<file path="src/design/epmg_pkg.sv">
// constants, register map and carrier types of the port m gpio block
`default_nettype none

package epmg_pkg;

   ////////////////////////////////////////////////////////////////////////////
   // register byte offsets
   localparam logic [7:0] OFF_DATA = 8'h00;
   localparam logic [7:0] OFF_OUTCTL = 8'h04;
   localparam logic [7:0] OFF_FSEL1 = 8'h08;
   localparam logic [7:0] OFF_FSEL2 = 8'h0C;
   localparam logic [7:0] OFF_FSEL3 = 8'h10;
   localparam logic [7:0] OFF_ODRAIN = 8'h28;
   localparam logic [7:0] OFF_PULLUP = 8'h2C;
   localparam logic [7:0] OFF_INCTL = 8'h38;

   // widths, writable masks and reset value
   localparam int PIN_W = 8;
   localparam logic [7:0] REG_RESET = 8'h00;
   localparam logic [7:0] FSEL2_MASK = 8'h0F;
   localparam logic [7:0] FSEL3_MASK = 8'h11;

   // pin positions of the alternate functions
   localparam int PIN_SER2_CLK = 0;
   localparam int PIN_SER2_TX = 1;
   localparam int PIN_SER2_RX = 2;
   localparam int PIN_IRQ2 = 3;
   localparam int PIN_SER3_CLK = 4;
   localparam int PIN_SER3_TX = 5;
   localparam int PIN_SER3_RX = 6;
   localparam int PIN_IRQ3 = 7;
   localparam int PIN_CAP0 = 0;
   localparam int PIN_CAP1 = 1;
   localparam int PIN_ALARM = 2;
   localparam int PIN_TMR3 = 3;
   localparam int PIN_SERIAL_TWO_CLEAR_TO_SEND = 0;
   localparam int PIN_SERIAL_THREE_CLEAR_TO_SEND = 4;

   // bus responses
   localparam logic [1:0] RESP_OKAY = 2'h0;
   localparam logic [1:0] RESP_SLVERR = 2'h2;

   ////////////////////////////////////////////////////////////////////////////
   // signals driven by the peripherals toward the pins
   typedef struct packed {
      logic serial_three_transmit;
      logic serial_two_transmit;
      logic serial_three_clock;
      logic serial_three_clock_oe;
      logic serial_two_clock;
      logic serial_two_clock_oe;
      logic timer_three_output;
      logic alarm_output;
   } epmg_periph_out_t;

   // signals handed from the pins to the peripherals
   typedef struct packed {
      logic ext_irq_three;
      logic ext_irq_two;
      logic serial_three_receive;
      logic serial_three_clock;
      logic serial_two_receive;
      logic serial_two_clock;
      logic timer_one_capture_one;
      logic timer_one_capture_zero;
      logic serial_three_clear_to_send;
      logic serial_two_clear_to_send;
   } epmg_periph_in_t;

   // pad controls
   typedef struct packed {
      logic [7:0] level;
      logic [7:0] oe;
      logic [7:0] pull_up;
   } epmg_pad_t;

endpackage

`default_nettype wire

</file>
<file path="src/design/epmg_port.sv">
// port m gpio top: axi4-lite registers, function multiplexer and pads
`default_nettype none

module epmg_port #(
   parameter int ADDR_W = 8
) (
   // clock and reset
   input wire logic sys_clk,
   input wire logic reset_n,
   // axi4-lite write address
   input wire logic [ADDR_W-1:0] awaddr,
   input wire logic awvalid,
   output logic awready,
   // axi4-lite write data
   input wire logic [31:0] wdata,
   input wire logic [3:0] wstrb,
   input wire logic wvalid,
   output logic wready,
   // axi4-lite write response
   output logic [1:0] bresp,
   output logic bvalid,
   input wire logic bready,
   // axi4-lite read address
   input wire logic [ADDR_W-1:0] araddr,
   input wire logic arvalid,
   output logic arready,
   // axi4-lite read data
   output logic [31:0] rdata,
   output logic [1:0] rresp,
   output logic rvalid,
   input wire logic rready,
   // power mode
   input wire logic stop_mode,
   // pins
   input wire logic [7:0] pin_in,
   output epmg_pkg::epmg_pad_t pad,
   // alternate-function peripherals
   input wire epmg_pkg::epmg_periph_out_t periph_out,
   output epmg_pkg::epmg_periph_in_t periph_in
);

   initial begin
      if (ADDR_W < 6 || ADDR_W > 32) $error("epmg_port address width out of range");
   end

   ////////////////////////////////////////////////////////////////////////////
   // declarations
   logic [7:0] pin_data_reg;
   logic [7:0] output_drive_enable;
   logic [7:0] alt_func_select_one;
   logic [7:0] alt_func_select_two;
   logic [7:0] alt_func_select_three;
   logic [7:0] open_drain_select;
   logic [7:0] pullup_select;
   logic [7:0] input_buffer_enable;
   logic [7:0] pin_sync;
   logic [7:0] pin_live;
   logic [7:0] alt_value;
   logic [7:0] alt_drive;
   logic [ADDR_W-1:0] wr_addr_reg;
   logic [7:0] wr_data_reg;
   logic wr_strb_reg;
   logic aw_full_reg, aw_full_next;
   logic w_full_reg, w_full_next;
   logic do_write;
   logic aw_take, w_take, ar_take;
   logic bvalid_next, rvalid_next;
   logic [31:0] rd_word;
   logic rd_hit;

   ////////////////////////////////////////////////////////////////////////////
   // pin input synchroniser
   epmg_sync #(
      .WIDTH(epmg_pkg::PIN_W),
      .STAGES(2)
   ) u_sync (
      .sys_clk(sys_clk),
      .reset_n(reset_n),
      .async_in(pin_in),
      .sync_out(pin_sync)
   );

   // only enabled input buffers pass the pin level inward
   assign pin_live = pin_sync & input_buffer_enable;

   ////////////////////////////////////////////////////////////////////////////
   // bus handshakes
   assign aw_take = awvalid & awready;
   assign w_take = wvalid & wready;
   assign ar_take = arvalid & arready;
   assign do_write = aw_full_reg & w_full_reg & ~bvalid;

   // next state of the write and read channels
   always_comb begin
      aw_full_next = aw_full_reg ? ~do_write : aw_take;
      w_full_next = w_full_reg ? ~do_write : w_take;
      bvalid_next = do_write | (bvalid & ~bready);
      rvalid_next = ar_take | (rvalid & ~rready);
   end

   // address and data may arrive in either order
   always_ff @(posedge sys_clk or negedge reset_n) begin
      if (!reset_n) begin
         aw_full_reg <= 1'b0;
         w_full_reg <= 1'b0;
         awready <= 1'b0;
         wready <= 1'b0;
         bvalid <= 1'b0;
         arready <= 1'b0;
         rvalid <= 1'b0;
      end else begin
         aw_full_reg <= aw_full_next;
         w_full_reg <= w_full_next;
         awready <= ~aw_full_next & ~bvalid_next;
         wready <= ~w_full_next & ~bvalid_next;
         bvalid <= bvalid_next;
         arready <= ~rvalid_next;
         rvalid <= rvalid_next;
      end
   end

   // capture write address and data
   always_ff @(posedge sys_clk or negedge reset_n) begin
      if (!reset_n) begin
         wr_addr_reg <= '0;
         wr_data_reg <= epmg_pkg::REG_RESET;
         wr_strb_reg <= 1'b0;
      end else begin
         if (aw_take) begin
            wr_addr_reg <= awaddr;
         end
         if (w_take) begin
            wr_data_reg <= wdata[7:0];
            wr_strb_reg <= wstrb[0];
         end
      end
   end

   ////////////////////////////////////////////////////////////////////////////
   // register writes, only byte lane 0 carries bits
   always_ff @(posedge sys_clk or negedge reset_n) begin
      if (!reset_n) begin
         pin_data_reg <= epmg_pkg::REG_RESET;
         output_drive_enable <= epmg_pkg::REG_RESET;
         alt_func_select_one <= epmg_pkg::REG_RESET;
         alt_func_select_two <= epmg_pkg::REG_RESET;
         alt_func_select_three <= epmg_pkg::REG_RESET;
         open_drain_select <= epmg_pkg::REG_RESET;
         pullup_select <= epmg_pkg::REG_RESET;
         input_buffer_enable <= epmg_pkg::REG_RESET;
      end else if (do_write && wr_strb_reg) begin
         unique case (wr_addr_reg)
            ADDR_W'(epmg_pkg::OFF_DATA): pin_data_reg <= wr_data_reg;
            ADDR_W'(epmg_pkg::OFF_OUTCTL): output_drive_enable <= wr_data_reg;
            ADDR_W'(epmg_pkg::OFF_FSEL1): alt_func_select_one <= wr_data_reg;
            ADDR_W'(epmg_pkg::OFF_FSEL2): begin
               alt_func_select_two <= wr_data_reg & epmg_pkg::FSEL2_MASK;
            end
            ADDR_W'(epmg_pkg::OFF_FSEL3): begin
               alt_func_select_three <= wr_data_reg & epmg_pkg::FSEL3_MASK;
            end
            ADDR_W'(epmg_pkg::OFF_ODRAIN): open_drain_select <= wr_data_reg;
            ADDR_W'(epmg_pkg::OFF_PULLUP): pullup_select <= wr_data_reg;
            ADDR_W'(epmg_pkg::OFF_INCTL): input_buffer_enable <= wr_data_reg;
            default: ;
         endcase
      end
   end

   // write response, error for unmapped addresses
   always_ff @(posedge sys_clk or negedge reset_n) begin
      if (!reset_n) begin
         bresp <= epmg_pkg::RESP_OKAY;
      end else if (do_write) begin
         bresp <= rd_hit_w(wr_addr_reg) ? epmg_pkg::RESP_OKAY : epmg_pkg::RESP_SLVERR;
      end
   end

   // address decode shared by both directions
   function automatic logic rd_hit_w(input logic [ADDR_W-1:0] a);
      rd_hit_w = (a == ADDR_W'(epmg_pkg::OFF_DATA)) || (a == ADDR_W'(epmg_pkg::OFF_OUTCTL)) ||
                 (a == ADDR_W'(epmg_pkg::OFF_FSEL1)) || (a == ADDR_W'(epmg_pkg::OFF_FSEL2)) ||
                 (a == ADDR_W'(epmg_pkg::OFF_FSEL3)) || (a == ADDR_W'(epmg_pkg::OFF_ODRAIN)) ||
                 (a == ADDR_W'(epmg_pkg::OFF_PULLUP)) || (a == ADDR_W'(epmg_pkg::OFF_INCTL));
   endfunction

   ////////////////////////////////////////////////////////////////////////////
   // read mux, upper bits always zero
   always_comb begin
      rd_word = '0;
      rd_hit = rd_hit_w(araddr);
      unique case (araddr)
         ADDR_W'(epmg_pkg::OFF_DATA): begin
            rd_word[7:0] = pin_live | (pin_data_reg & ~input_buffer_enable);
         end
         ADDR_W'(epmg_pkg::OFF_OUTCTL): rd_word[7:0] = output_drive_enable;
         ADDR_W'(epmg_pkg::OFF_FSEL1): rd_word[7:0] = alt_func_select_one;
         ADDR_W'(epmg_pkg::OFF_FSEL2): rd_word[7:0] = alt_func_select_two;
         ADDR_W'(epmg_pkg::OFF_FSEL3): rd_word[7:0] = alt_func_select_three;
         ADDR_W'(epmg_pkg::OFF_ODRAIN): rd_word[7:0] = open_drain_select;
         ADDR_W'(epmg_pkg::OFF_PULLUP): rd_word[7:0] = pullup_select;
         ADDR_W'(epmg_pkg::OFF_INCTL): rd_word[7:0] = input_buffer_enable;
         default: rd_word = '0;
      endcase
   end

   // read data register
   always_ff @(posedge sys_clk or negedge reset_n) begin
      if (!reset_n) begin
         rdata <= '0;
         rresp <= epmg_pkg::RESP_OKAY;
      end else if (ar_take) begin
         rdata <= rd_word;
         rresp <= rd_hit ? epmg_pkg::RESP_OKAY : epmg_pkg::RESP_SLVERR;
      end
   end

   ////////////////////////////////////////////////////////////////////////////
   // output multiplexer: port latch unless an output function owns the pin
   always_comb begin
      alt_value = pin_data_reg;
      alt_drive = 8'hFF;
      if (alt_func_select_one[epmg_pkg::PIN_SER2_CLK]) begin
         alt_value[epmg_pkg::PIN_SER2_CLK] = periph_out.serial_two_clock;
         alt_drive[epmg_pkg::PIN_SER2_CLK] = periph_out.serial_two_clock_oe;
      end
      if (alt_func_select_one[epmg_pkg::PIN_SER2_TX]) begin
         alt_value[epmg_pkg::PIN_SER2_TX] = periph_out.serial_two_transmit;
      end
      if (alt_func_select_one[epmg_pkg::PIN_SER3_CLK]) begin
         alt_value[epmg_pkg::PIN_SER3_CLK] = periph_out.serial_three_clock;
         alt_drive[epmg_pkg::PIN_SER3_CLK] = periph_out.serial_three_clock_oe;
      end
      if (alt_func_select_one[epmg_pkg::PIN_SER3_TX]) begin
         alt_value[epmg_pkg::PIN_SER3_TX] = periph_out.serial_three_transmit;
      end
      if (alt_func_select_two[epmg_pkg::PIN_ALARM]) begin
         alt_value[epmg_pkg::PIN_ALARM] = periph_out.alarm_output;
      end
      if (alt_func_select_two[epmg_pkg::PIN_TMR3]) begin
         alt_value[epmg_pkg::PIN_TMR3] = periph_out.timer_three_output;
      end
   end

   // pad drivers, output control still gates every driver
   epmg_pad u_pad (
      .sys_clk(sys_clk),
      .reset_n(reset_n),
      .value(alt_value),
      .drive(output_drive_enable & alt_drive),
      .open_drain(open_drain_select),
      .pull_up(pullup_select),
      .pad(pad)
   );

   ////////////////////////////////////////////////////////////////////////////
   // inputs to the peripherals; interrupts ignore the function selects
   always_ff @(posedge sys_clk or negedge reset_n) begin
      if (!reset_n) begin
         periph_in <= '0;
      end else begin
         periph_in.ext_irq_three <= pin_live[epmg_pkg::PIN_IRQ3] & ~stop_mode;
         periph_in.ext_irq_two <= pin_live[epmg_pkg::PIN_IRQ2] & ~stop_mode;
         periph_in.serial_three_receive <= alt_func_select_one[epmg_pkg::PIN_SER3_RX]
            & pin_live[epmg_pkg::PIN_SER3_RX];
         periph_in.serial_three_clock <= alt_func_select_one[epmg_pkg::PIN_SER3_CLK]
            & pin_live[epmg_pkg::PIN_SER3_CLK];
         periph_in.serial_two_receive <= alt_func_select_one[epmg_pkg::PIN_SER2_RX]
            & pin_live[epmg_pkg::PIN_SER2_RX];
         periph_in.serial_two_clock <= alt_func_select_one[epmg_pkg::PIN_SER2_CLK]
            & pin_live[epmg_pkg::PIN_SER2_CLK];
         periph_in.timer_one_capture_one <= alt_func_select_two[epmg_pkg::PIN_CAP1]
            & pin_live[epmg_pkg::PIN_CAP1];
         periph_in.timer_one_capture_zero <= alt_func_select_two[epmg_pkg::PIN_CAP0]
            & pin_live[epmg_pkg::PIN_CAP0];
         periph_in.serial_three_clear_to_send <= alt_func_select_three[epmg_pkg::PIN_SERIAL_THREE_CLEAR_TO_SEND]
            & pin_live[epmg_pkg::PIN_SERIAL_THREE_CLEAR_TO_SEND];
         periph_in.serial_two_clear_to_send <= alt_func_select_three[epmg_pkg::PIN_SERIAL_TWO_CLEAR_TO_SEND]
            & pin_live[epmg_pkg::PIN_SERIAL_TWO_CLEAR_TO_SEND];
      end
   end
endmodule

`default_nettype wire

</file>
<file path="src/design/epmg_sync.sv">
// two-stage synchroniser for the pin inputs
`default_nettype none

module epmg_sync #(
   parameter int WIDTH = 8,
   parameter int STAGES = 2
) (
   // clock and reset
   input wire logic sys_clk,
   input wire logic reset_n,
   // data
   input wire logic [WIDTH-1:0] async_in,
   output logic [WIDTH-1:0] sync_out
);

   initial begin
      if (STAGES < 2) $error("epmg_sync needs at least two stages");
   end

   ////////////////////////////////////////////////////////////////////////////
   // one shift chain per bit, only the last stage is read
   genvar b;
   for (b = 0; b < WIDTH; b++) begin : g_bit
      logic [STAGES-1:0] chain_reg;
      always_ff @(posedge sys_clk or negedge reset_n) begin
         if (!reset_n) begin
            chain_reg <= '0;
         end else begin
            chain_reg <= {chain_reg[STAGES-2:0], async_in[b]};
         end
      end
      assign sync_out[b] = chain_reg[STAGES-1];
   end

endmodule

`default_nettype wire

</file>
<file path="src/design/epmg_pad.sv">
// registered pad drivers with push-pull or open-drain per pin
`default_nettype none

module epmg_pad (
   // clock and reset
   input wire logic sys_clk,
   input wire logic reset_n,
   // per-pin controls
   input wire logic [7:0] value,
   input wire logic [7:0] drive,
   input wire logic [7:0] open_drain,
   input wire logic [7:0] pull_up,
   // pads
   output epmg_pkg::epmg_pad_t pad
);

   ////////////////////////////////////////////////////////////////////////////
   // per pin: open-drain only pulls low, push-pull drives both levels
   genvar i;
   for (i = 0; i < epmg_pkg::PIN_W; i++) begin : g_pin
      always_ff @(posedge sys_clk or negedge reset_n) begin
         if (!reset_n) begin
            pad.level[i] <= 1'b0;
            pad.oe[i] <= 1'b0;
            pad.pull_up[i] <= 1'b0;
         end else begin
            pad.level[i] <= value[i] & ~open_drain[i];
            pad.oe[i] <= drive[i] & (~open_drain[i] | ~value[i]);
            pad.pull_up[i] <= pull_up[i];
         end
      end
   end

endmodule

`default_nettype wire

</file>
<file path="config.mk">
export PLATFORM = sky130hd
export DESIGN_NAME = epmg_port
export DESIGN_NICKNAME = d
export VERILOG_FILES = /design/src/design/epmg_pkg.sv /design/src/design/epmg_port.sv /design/src/design/epmg_sync.sv /design/src/design/epmg_pad.sv
export SDC_FILE = /design/constraint.sdc
export NUM_CORES = 1
export LEC_CHECK = 0
export ABC_AREA = 1
export BUFFER_PORTS_ARGS = -buffer_cell sky130_fd_sc_hd__buf_2
export CORE_ASPECT_RATIO = 1.2
export CORE_MARGIN = 2
export CORE_UTILIZATION = 53
export DETAILED_ROUTE_END_ITERATION = 16
export GPL_ROUTABILITY_DRIVEN = 0
export GPL_TIMING_DRIVEN = 0
export HOLD_SLACK_MARGIN = 0.12
export PLACE_DENSITY_LB_ADDON = 0.05
export SYNTH_ARGS = -nofsm -noshare
export SYNTH_HDL_FRONTEND = slang
export SYNTH_HIERARCHICAL = 1
export SYNTH_SLANG_ARGS = --single-unit
</file>
<file path="constraint.sdc">
create_clock -name sys_clk -period 1.7 [get_ports sys_clk]
set_input_delay 0.17 -clock sys_clk [delete_from_list [all_inputs] [get_ports sys_clk]]
set_output_delay 0.17 -clock sys_clk [all_outputs]
set_load 0.05 [all_outputs]
</file>
==> metrics.cfg, run 1 <==
[flow_run]
cap_viol_max_count=0

[detailed_routing]
drt_drc_violations_left=0
route.final.wire_length_mm=13.0
num_vias=4700
wire_length_per_cell_um=13.1
vias_per_cell=4.73
count_of_tritonroute_iterations_in_the_first_routing_pass=5
initialDrtViolationCount=283
drtAntennaViolNets=0

[logic_synthesis]
yosysSeqAreaShare=0.587
syn_avg_cell_area_um2=8.82
mappedNetlistArea_um2=5880
synthTopCellsByArea=sky130_fd_sc_hd__dfrtp_1, sky130_fd_sc_hd__nand2_1, sky130_fd_sc_hd__nor2_1
ys_top_cells_by_count=sky130_fd_sc_hd__nand2_1, sky130_fd_sc_hd__dfrtp_1, sky130_fd_sc_hd__nor2_1
synth-warning-count=6
synthCells=667
synth.most_common_cell=sky130_fd_sc_hd__nand2_1
synth-seq-cells=138
ys_dominant_reg_cell=sky130_fd_sc_hd__dfrtp_1
async_flop_share=1.00
number_of_flops_mapped_to_enable_cells_by_yosys=0
yosys.area.top_type_share=0.587
netlist-cell-type-count=24
synth_largest_area_cell=sky130_fd_sc_hd__dfrtp_1

[floorplanning]
die_area_um2=12000
row_count=42
die_h_um=119
initial_core_utilization=0.538
design.core.area_um2=10900
design.portCount=151
die-width_um=100

[cells_and_area]
layout.core_utilization=0.701
layout.cells.non_filler=994
multi_input_comb_area_um2=1930
largest_register_ff_count=24
design.final.nets=925
flow.area_growth_from_synthesis_pct=30.2
num_antenna_cells=0
post_route_cells_drive_above_1_share=0.231
final_area_um2=7660
area_taken_by_flip_flops_and_latches_um2=3450
final.fill_count=863

[run_status]
run_status=finished, final reports clean

[placed_design]
dpl_worst_slack_ns=0.0216
post_dp_cell_area_um2=6660
port-buffer-count=97
dp_hpwl_mm=9.26
post_place_cells=922

[clock_network]
worst_setup_hold_path_clk_slew_ns=0.06
clock_tree.root_cell=sky130_fd_sc_hd__clkbuf_16
cts.htree.levels=4
clk_latency_ns=0.42
cts_sinks=138
cts-buffers-inserted=17
clock_tree_from_tritoncts=yes
cts.path.max_buffers=2

[critical_path]
cp_slowest_cell=sky130_fd_sc_hd__dfrtp_1
critical_path_class=reg -> reg
r2r_start=wr_addr_reg[7]$_DFFE_PN0P_
critPathMaxStageDelay_ns=0.41
worstSetupEndpointType=register
worst_setup_path_startpoint=wr_addr_reg[7]$_DFFE_PN0P_
critical_path.cell_chain=nor2_4 -> nand2_1 -> nor2_2 -> nand3_1 -> nor2_4 -> nand2_1 -> o21ai_0
critical_path_peak_fanout=10
critical_path_arrival_ns=2.03
setup.worst_path.start_class=register
worstPathRequired_ns=2.03

[timing]
timing.fmax_mhz=591
finalCritPeriodShare=0.995
worstMarginPinSlew_ns=0.659
hold_violations=0
rsz0062_at_grt=true
setup_viol=0
relSlewSlack=0.559
finClkSkew_ns=0.00745
report.final.slew_viol_count=0
post-route-min-period_ns=1.69
layout_setup_ws_ns=0.00771

[power_and_ir_drop]
total_leakage_power_nw=4.08
max_vdd_drop_uv=957
finalPower_mw=11.2
power.density_cell_area_nw_per_um2=1460

[global_route]
grt_pass1_wl_mm=21.8
grt_antenna_before_repair=0
grt_pass1_vias=4583
pin_count_of_the_biggest_net_entering_global_routing=106
globalRouteTotalUtil=0.234
grt-ovfl-total=0

[worst_hold_path]
worst_hold_path_type=in -> reg
hold_start=awvalid

## through the flow
step | hold WS (ns) | TNS (ns)
global route | 0.158 | -1.34
CTS | 0.124 | 0
detailed placement | 0.0809 | 0
floorplan | -0.126 | 0
global placement | 0.277 | -183.18
finish | 0.139 | 0
## repair_timing
action / CTS / global route
buffers inserted: 0 / 1
gates resized for setup: 0 / 6
endpoints found under the setup margin: 0 / 39
hold buffers: 41 / 0
hold endpoints to repair: 179 / 0
## worst max-delay path, delay by kind of cell, from the launching register on
family / cells / cell delay (ns)
AO/OA/AOI/OAI: 1 / 0.09
AND/OR/NAND/NOR: 6 / 1.11
flip-flops: 1 / 0.41
## area by class of cell
type                       instances  share of cell area
clock buffer                      17              0.0555
tap                              132              0.0216
buffer                            44              0.0431
timing repair buffer             140               0.122
multi-input combinational        435               0.252
clock inverter                    15              0.0188
sequential                       138               0.451
inverter                          73              0.0358
## kinds of logic after synthesis
| kind of cell | synth area share |
|---|---|
| other | 0.000637 |
| AND/OR/NAND/NOR | 0.223 |
| AO/OA/AOI/OAI | 0.0859 |
| flip-flops | 0.587 |
| buffers and inverters | 0.104 |
## routing by layer
metal,share of wire,track usage
met1,0.44,0.305
met2,0.50,0.383
met3,0.043,0.0487
met4,0.014,0.0908
met5,0,0
## where the power goes
part	internal [mW]	switching, mW	total [mW]
clock network	2.03	1.47	3.51
registers	4.10	0.610	4.71
logic	0.888	2.07	2.96
## cell usage in the layout (no fill, tap or decap), types with 4 or more instances in the layout
| cell type | Yosys | layout |
|---|---|---|
| sky130_fd_sc_hd__dfrtp_1 | 138 | 137 |
| sky130_fd_sc_hd__buf_4 | 35 | 37 |
| sky130_fd_sc_hd__dlygate4sd3_1 | 0 | 41 |
| sky130_fd_sc_hd__clkbuf_16 | 0 | 17 |
| sky130_fd_sc_hd__a21oi_1 | 28 | 28 |
| sky130_fd_sc_hd__inv_6 | 0 | 4 |
| sky130_fd_sc_hd__buf_2 | 6 | 101 |
| sky130_fd_sc_hd__conb_1 | 1 | 26 |
| sky130_fd_sc_hd__inv_1 | 70 | 69 |
| sky130_fd_sc_hd__nor2_4 | 5 | 5 |
| sky130_fd_sc_hd__nor2_1 | 85 | 85 |
| sky130_fd_sc_hd__o21ai_2 | 8 | 8 |
| sky130_fd_sc_hd__clkinvlp_4 | 0 | 6 |
| sky130_fd_sc_hd__o21ai_0 | 59 | 59 |
| sky130_fd_sc_hd__nand2_1 | 170 | 169 |
| sky130_fd_sc_hd__nand3_1 | 43 | 42 |
## path summary, 6_finish.rpt
path / end / slack, ns / cells after the start
max in group asynchronous: input_buffer_enable[7]$_DFFE_PN0P_ / 0.70 / 3
max: output_drive_enable[4]$_DFFE_PN0P_ / 0.008 / 7
min reg2reg: u_sync/g_bit[4].chain_reg[1]$_DFF_PN0_ / 0.35 / 0
min in group asynchronous: rdata[0]$_DFFE_PN0P_ / 0.20 / 2
min: wr_addr_reg[1]$_DFFE_PN0P_ / 0.14 / 4
max reg2reg: output_drive_enable[4]$_DFFE_PN0P_ / 0.008 / 7
Power figures use the tool's default switching activity.
==> inputs of run 2 (changes only) <==
Settings changed: PLACE_DENSITY_LB_ADDON 0.05 to 0.25.
==> metrics.cfg, run 2 (synthesized netlist as in run 1, its figures left out) <==
[detailed_routing]
wire_length_per_cell_um=13.5  ; +3.4%
initialDrtViolationCount=282  ; -0.35%
route.final.wire_length_mm=13.4  ; +3.2%
vias_per_cell=4.89  ; +3.5%
num_vias=4853  ; +3.3%
drt_drc_violations_left=0  ; unchanged
count_of_tritonroute_iterations_in_the_first_routing_pass=5  ; unchanged
drtAntennaViolNets=0  ; unchanged

[placed_design]
port-buffer-count=97  ; unchanged
dp_hpwl_mm=9.45  ; +2.0%

[global_route]
grtUsageMet2=0.411  ; +0.0277
grt-ovfl-total=0  ; unchanged
globalRouteTotalUtil=0.240  ; +0.00615
grt.met1_usage=0.295  ; -0.00968
grt_pass1_wl_mm=22.5  ; +3.5%
grt_pass1_vias=4872  ; +6.3%
grt_antenna_before_repair=0  ; unchanged
pin_count_of_the_biggest_net_entering_global_routing=87  ; -18%
globalRoute.busiestLayer=met2
grt.met3_usage=0.0581  ; +0.00939

[cells_and_area]
multi_input_comb_area_um2=1960  ; +1.5%
num_antenna_cells=0  ; unchanged
design.final.nets=924  ; -0.11%
layout.core_utilization=0.703  ; +0.00240
largest_register_ff_count=24  ; unchanged
final.fill_count=856  ; -0.81%
post_route_cells_drive_above_1_share=0.229  ; -0.00179
flow.area_growth_from_synthesis_pct=30.6
final_common_cell=sky130_fd_sc_hd__nand2_1
area_taken_by_flip_flops_and_latches_um2=3450  ; unchanged
layout_common_cells=sky130_fd_sc_hd__nand2_1, sky130_fd_sc_hd__dfrtp_1, sky130_fd_sc_hd__buf_2

[worst_hold_path]
worst_hold_path_type=in -> reg

[power_and_ir_drop]
switching_share=0.352  ; -0.0194
seq_power_share=0.412  ; -0.009
total_leakage_power_nw=4.10  ; +0.39%
power.switching_mw=4.04  ; -2.7%
finalPower_mw=11.5  ; +2.7%
power_report.internal_total_mw=7.43  ; +5.9%
max_vdd_drop_uv=1040  ; +8.9%
power.clock.fraction=0.328  ; +0.014
power.density_cell_area_nw_per_um2=1490  ; +2.3%
pwr-share-comb=0.259  ; -0.006

[floorplanning]
die_h_um=119  ; unchanged
die-width_um=100  ; unchanged
initial_core_utilization=0.538  ; unchanged
design.core.area_um2=10900  ; unchanged
design.portCount=151  ; unchanged
die_area_um2=12000  ; unchanged
row_count=42  ; unchanged

[critical_path]
critical_path_peak_fanout=10  ; unchanged
worstPathRequired_ns=2.01  ; -0.02 ns
setup.worst_path.start_class=register
worstSetupEndpointType=register
critical_path_arrival_ns=1.94  ; -0.09 ns
critical_path_class=reg -> reg

[run_status]
run_status=finished, final reports clean

[flow_run]
cap_viol_max_count=0  ; unchanged

[clock_network]
cts.htree.levels=4  ; unchanged
cts-buffers-inserted=17  ; unchanged
cts.path.max_buffers=2  ; unchanged
clk_latency_ns=0.41  ; about the same
clock_tree_from_tritoncts=yes
cts_sinks=138  ; unchanged
clock_tree.root_cell=sky130_fd_sc_hd__clkbuf_16
worst_setup_hold_path_clk_slew_ns=0.06  ; about the same

[timing]
hold_violations=0  ; unchanged
finClkSkew_ns=0.00536  ; -0.00209 ns
post-route-min-period_ns=1.63  ; -0.0629 ns
timing.fmax_mhz=614  ; +3.9%
report.final.slew_viol_count=0  ; unchanged
rsz0062_at_grt=true
relSlewSlack=0.541  ; -0.0176
setup_viol=0  ; unchanged
finalSetupTns_ns=0  ; unchanged
worstMarginPinSlew_ns=0.686  ; +0.0263 ns
finalCritPeriodShare=0.958  ; -0.0370

## run 2: layout make-up
cell class / instances / area share
Sequential cell: 138 / 0.449
Multi-Input combinational cell: 436 / 0.255
Timing Repair Buffer: 136 / 0.117
Clock buffer: 23 / 0.0596
Buffer: 46 / 0.0436
Inverter: 73 / 0.0357
Tap cell: 132 / 0.0215
Clock inverter: 8 / 0.0187
## run 2: power groups by stage
stage	logic (mW)	registers (mW)	clock network, mW
2_1_floorplan	1.50	5.22	0
3_3_place_gp	2.72	4.69	0
3_5_place_dp	2.81	4.74	0
4_1_cts	2.92	4.70	3.81
5_1_grt	3.31	4.83	3.96
6_report	2.98	4.73	3.77
## run 2: routing by layer
metal  up-vias  wire length, µm
met1      2244             5460
met3        34              849
met4         0              298
met5         -                0
met2       179             6800
li1       2396                -
## run 2: worst paths after layout
path	from	endpoint	slack [ns]	depth (start not counted)
max	wr_addr_reg[7]$_DFFE_PN0P_	alt_func_select_one[1]$_DFFE_PN0P_	0.07	6
min	awvalid	wr_addr_reg[0]$_DFFE_PN0P_	0.14	4
max reg2reg	wr_addr_reg[7]$_DFFE_PN0P_	alt_func_select_one[1]$_DFFE_PN0P_	0.07	6
min reg2reg	u_sync/g_bit[7].chain_reg[0]$_DFF_PN0_	u_sync/g_bit[7].chain_reg[1]$_DFF_PN0_	0.35	0
max in group asynchronous	reset_n	bvalid$_DFF_PN0_	0.67	3
min in group asynchronous	reset_n	u_sync/g_bit[0].chain_reg[1]$_DFF_PN0_	0.27	2
## run 2: through the flow
step / setup WS (ns) / instances / cell area, µm² / hold WS (ns)
CTS: 0.0323 / 990 / 7650 / 0.126
floorplan: 0.0593 / 692 / 5980 / -0.126
global route: -0.0237 / 992 / 7690 / 0.156
finish: 0.0706 / 992 / 7690 / 0.143
global placement: -1.50 / 921 / 6630 / 0.279
detailed placement: -0.0162 / 922 / 6660 / 0.145
## run 2: worst max-delay path, stage by stage, from the launching register on
cell                      delay (ns)
sky130_fd_sc_hd__dfrtp_1        0.42
sky130_fd_sc_hd__nor2_4         0.15
sky130_fd_sc_hd__nand2_1        0.10
sky130_fd_sc_hd__nor2_4         0.17
sky130_fd_sc_hd__nand3_2        0.23
sky130_fd_sc_hd__buf_2          0.26
sky130_fd_sc_hd__o21ai_0        0.21
## run 2: repair_timing
action	in CTS	in global routing
hold endpoints to repair	91	0
pin swaps	0	2
setup buffers	0	1
endpoints found under the setup margin	6	40
hold buffers	37	0
cloned	0	1
gates resized for setup	3	6
==> inputs of run 3 (changes only) <==
Settings changed: CORE_UTILIZATION 53 to 55, CTS_BUF_LIST set to sky130_fd_sc_hd__clkbuf_8.
==> metrics.cfg, run 3 (synthesized netlist as in run 1, its figures left out) <==
[run_status]
run_status=finished, final reports clean

[timing]
hold_violations=0  ; unchanged
setup_viol=0  ; unchanged
timing.fmax_mhz=631  ; +2.8%
finClkSkew_ns=0.0143  ; +0.00896 ns
layout_setup_ws_ns=0.115  ; +0.0444 ns
post-route-min-period_ns=1.59  ; -0.0444 ns
finalSetupTns_ns=0  ; unchanged
report.final.slew_viol_count=0  ; unchanged
worst_hold_slack_across_all_endpoints_ns=0.221  ; +0.0782 ns
relSlewSlack=0.574  ; +0.0329
worstMarginPinSlew_ns=0.637  ; -0.0492 ns
finalCritPeriodShare=0.932  ; -0.0261

[global_route]
grt_pass1_wl_mm=22.6  ; +0.34%
globalRoute.busiestLayer=met2
grt-ovfl-total=0  ; unchanged
globalRouteTotalUtil=0.250  ; +0.0100
grtUsageMet2=0.430  ; +0.0189
grt_pass1_vias=4805  ; -1.4%
grt.met1_usage=0.306  ; +0.0105
grt_antenna_before_repair=0  ; unchanged
grt.met3_usage=0.0653  ; +0.00722
pin_count_of_the_biggest_net_entering_global_routing=72  ; -17%

[clock_network]
cts_sinks=138  ; unchanged
cts-buffers-inserted=17  ; unchanged
clock_tree.root_cell=sky130_fd_sc_hd__clkbuf_8
worst_setup_hold_path_clk_slew_ns=0.08  ; +0.02 ns
clk_latency_ns=0.46  ; +0.05 ns
cts.htree.levels=4  ; unchanged
clock_tree_from_tritoncts=yes
cts.path.max_buffers=2  ; unchanged

[power_and_ir_drop]
power.density_cell_area_nw_per_um2=1380  ; -7.7%
total_leakage_power_nw=4.03  ; -1.7%
max_vdd_drop_uv=1130  ; +8.0%
finalPower_mw=10.4  ; -9.6%

[worst_hold_path]
worst_hold_path_type=in -> reg

[floorplanning]
design.portCount=151  ; unchanged
die_area_um2=11500  ; -3.5%
die-width_um=98.4  ; -1.8%
design.core.area_um2=10500  ; -4.3%
row_count=41  ; -2.4%
die_h_um=117  ; -1.8%
initial_core_utilization=0.562  ; +0.0239

[placed_design]
post_dp_cell_area_um2=6660  ; about the same
port-buffer-count=97  ; unchanged
dpl_worst_slack_ns=0.0362  ; +0.0524 ns
dp_hpwl_mm=9.29  ; -1.7%

[cells_and_area]
design.final.nets=932  ; +0.87%
final_area_um2=7530  ; -2.0%
layout_common_cells=sky130_fd_sc_hd__nand2_1, sky130_fd_sc_hd__dfrtp_1, sky130_fd_sc_hd__buf_2
flow.area_growth_from_synthesis_pct=28.0
num_antenna_cells=0  ; unchanged
final_common_cell=sky130_fd_sc_hd__nand2_1
post_route_cells_drive_above_1_share=0.239  ; +0.0103
largest_register_ff_count=24  ; unchanged

[detailed_routing]
drt_drc_violations_left=0  ; unchanged
vias_per_cell=4.97  ; +1.7%
count_of_tritonroute_iterations_in_the_first_routing_pass=5  ; unchanged
wire_length_per_cell_um=13.7  ; +1.6%
initialDrtViolationCount=371  ; +32%
drtAntennaViolNets=0  ; unchanged
num_vias=4963  ; +2.3%
route.final.wire_length_mm=13.7  ; +2.2%

[critical_path]
critical_path_class=reg -> reg
worstSetupEndpointType=register
worstPathRequired_ns=2.08  ; +0.07 ns
critical_path_arrival_ns=1.96  ; +0.02 ns
critical_path_peak_fanout=10  ; unchanged
ff2ff_setup_slack_ns=0.11  ; +0.04 ns
setup.worst_path.start_class=register

[flow_run]
cap_viol_max_count=0  ; unchanged

[run 3: layout make-up]
type	count	area [µm²]
well taps	129	161
clock inverters	14	125
inverters	73	278
clock buffers	18	248
multi-input cells	435	1960
repair buffers	147	992
flip-flops and latches	138	3450
plain buffers	44	315
fillers	818	2930
[run 3: final timing paths]
check | start | cells after the start | endpoint
worst max register to register | bvalid$_DFF_PN0_ | 8 | input_buffer_enable[5]$_DFFE_PN0P_
worst min-delay path | arvalid | 4 | rdata[7]$_DFFE_PN0P_
worst min register to register | u_sync/g_bit[6].chain_reg[0]$_DFF_PN0_ | 0 | u_sync/g_bit[6].chain_reg[1]$_DFF_PN0_
min in group asynchronous | reset_n | 2 | wr_addr_reg[7]$_DFFE_PN0P_
worst max-delay path | bvalid$_DFF_PN0_ | 8 | input_buffer_enable[5]$_DFFE_PN0P_
max in group asynchronous | reset_n | 3 | rdata[1]$_DFFE_PN0P_
[run 3: per-layer routing]
| metal | wire length (µm) | part of all wire | vias up |
|---|---|---|---|
| li1 | - | - | 2414 |
| met3 | 819 | 0.060 | 42 |
| met5 | 0 | 0 | - |
| met4 | 350 | 0.026 | 0 |
| met2 | 6980 | 0.51 | 184 |
| met1 | 5560 | 0.41 | 2323 |
[run 3: critical path, stage by stage (launching register included)]
cell and delay, ns:
sky130_fd_sc_hd__dfrtp_2 0.41, sky130_fd_sc_hd__inv_2 0.07, sky130_fd_sc_hd__nand3_4 0.09, sky130_fd_sc_hd__nor2_4 0.25
sky130_fd_sc_hd__nand2_4 0.08, sky130_fd_sc_hd__nor2_4 0.19, sky130_fd_sc_hd__clkbuf_4 0.25, sky130_fd_sc_hd__nor2_1 0.05
sky130_fd_sc_hd__a21oi_1 0.11
[run 3: timing repair]
item	CTS	global route
endpoints found under the hold margin	111	0
endpoints found under the setup margin	0	41
gates resized for setup	0	14
hold buffers	43	0
setup buffers	0	6
[run 3: stage by stage]
stage               instances  utilization
finish                    998        0.720
floorplan                 692            -
detailed placement        919        0.636
global route              998        0.720
CTS                       994        0.713
global placement          918        0.633
[run 3: power breakdown]
part           switching [mW]  total, mW  internal, mW
clock network            1.30       2.50          1.19
logic                    2.19       3.16         0.970
registers               0.633       4.73          4.09
total                    4.13       10.4          6.26
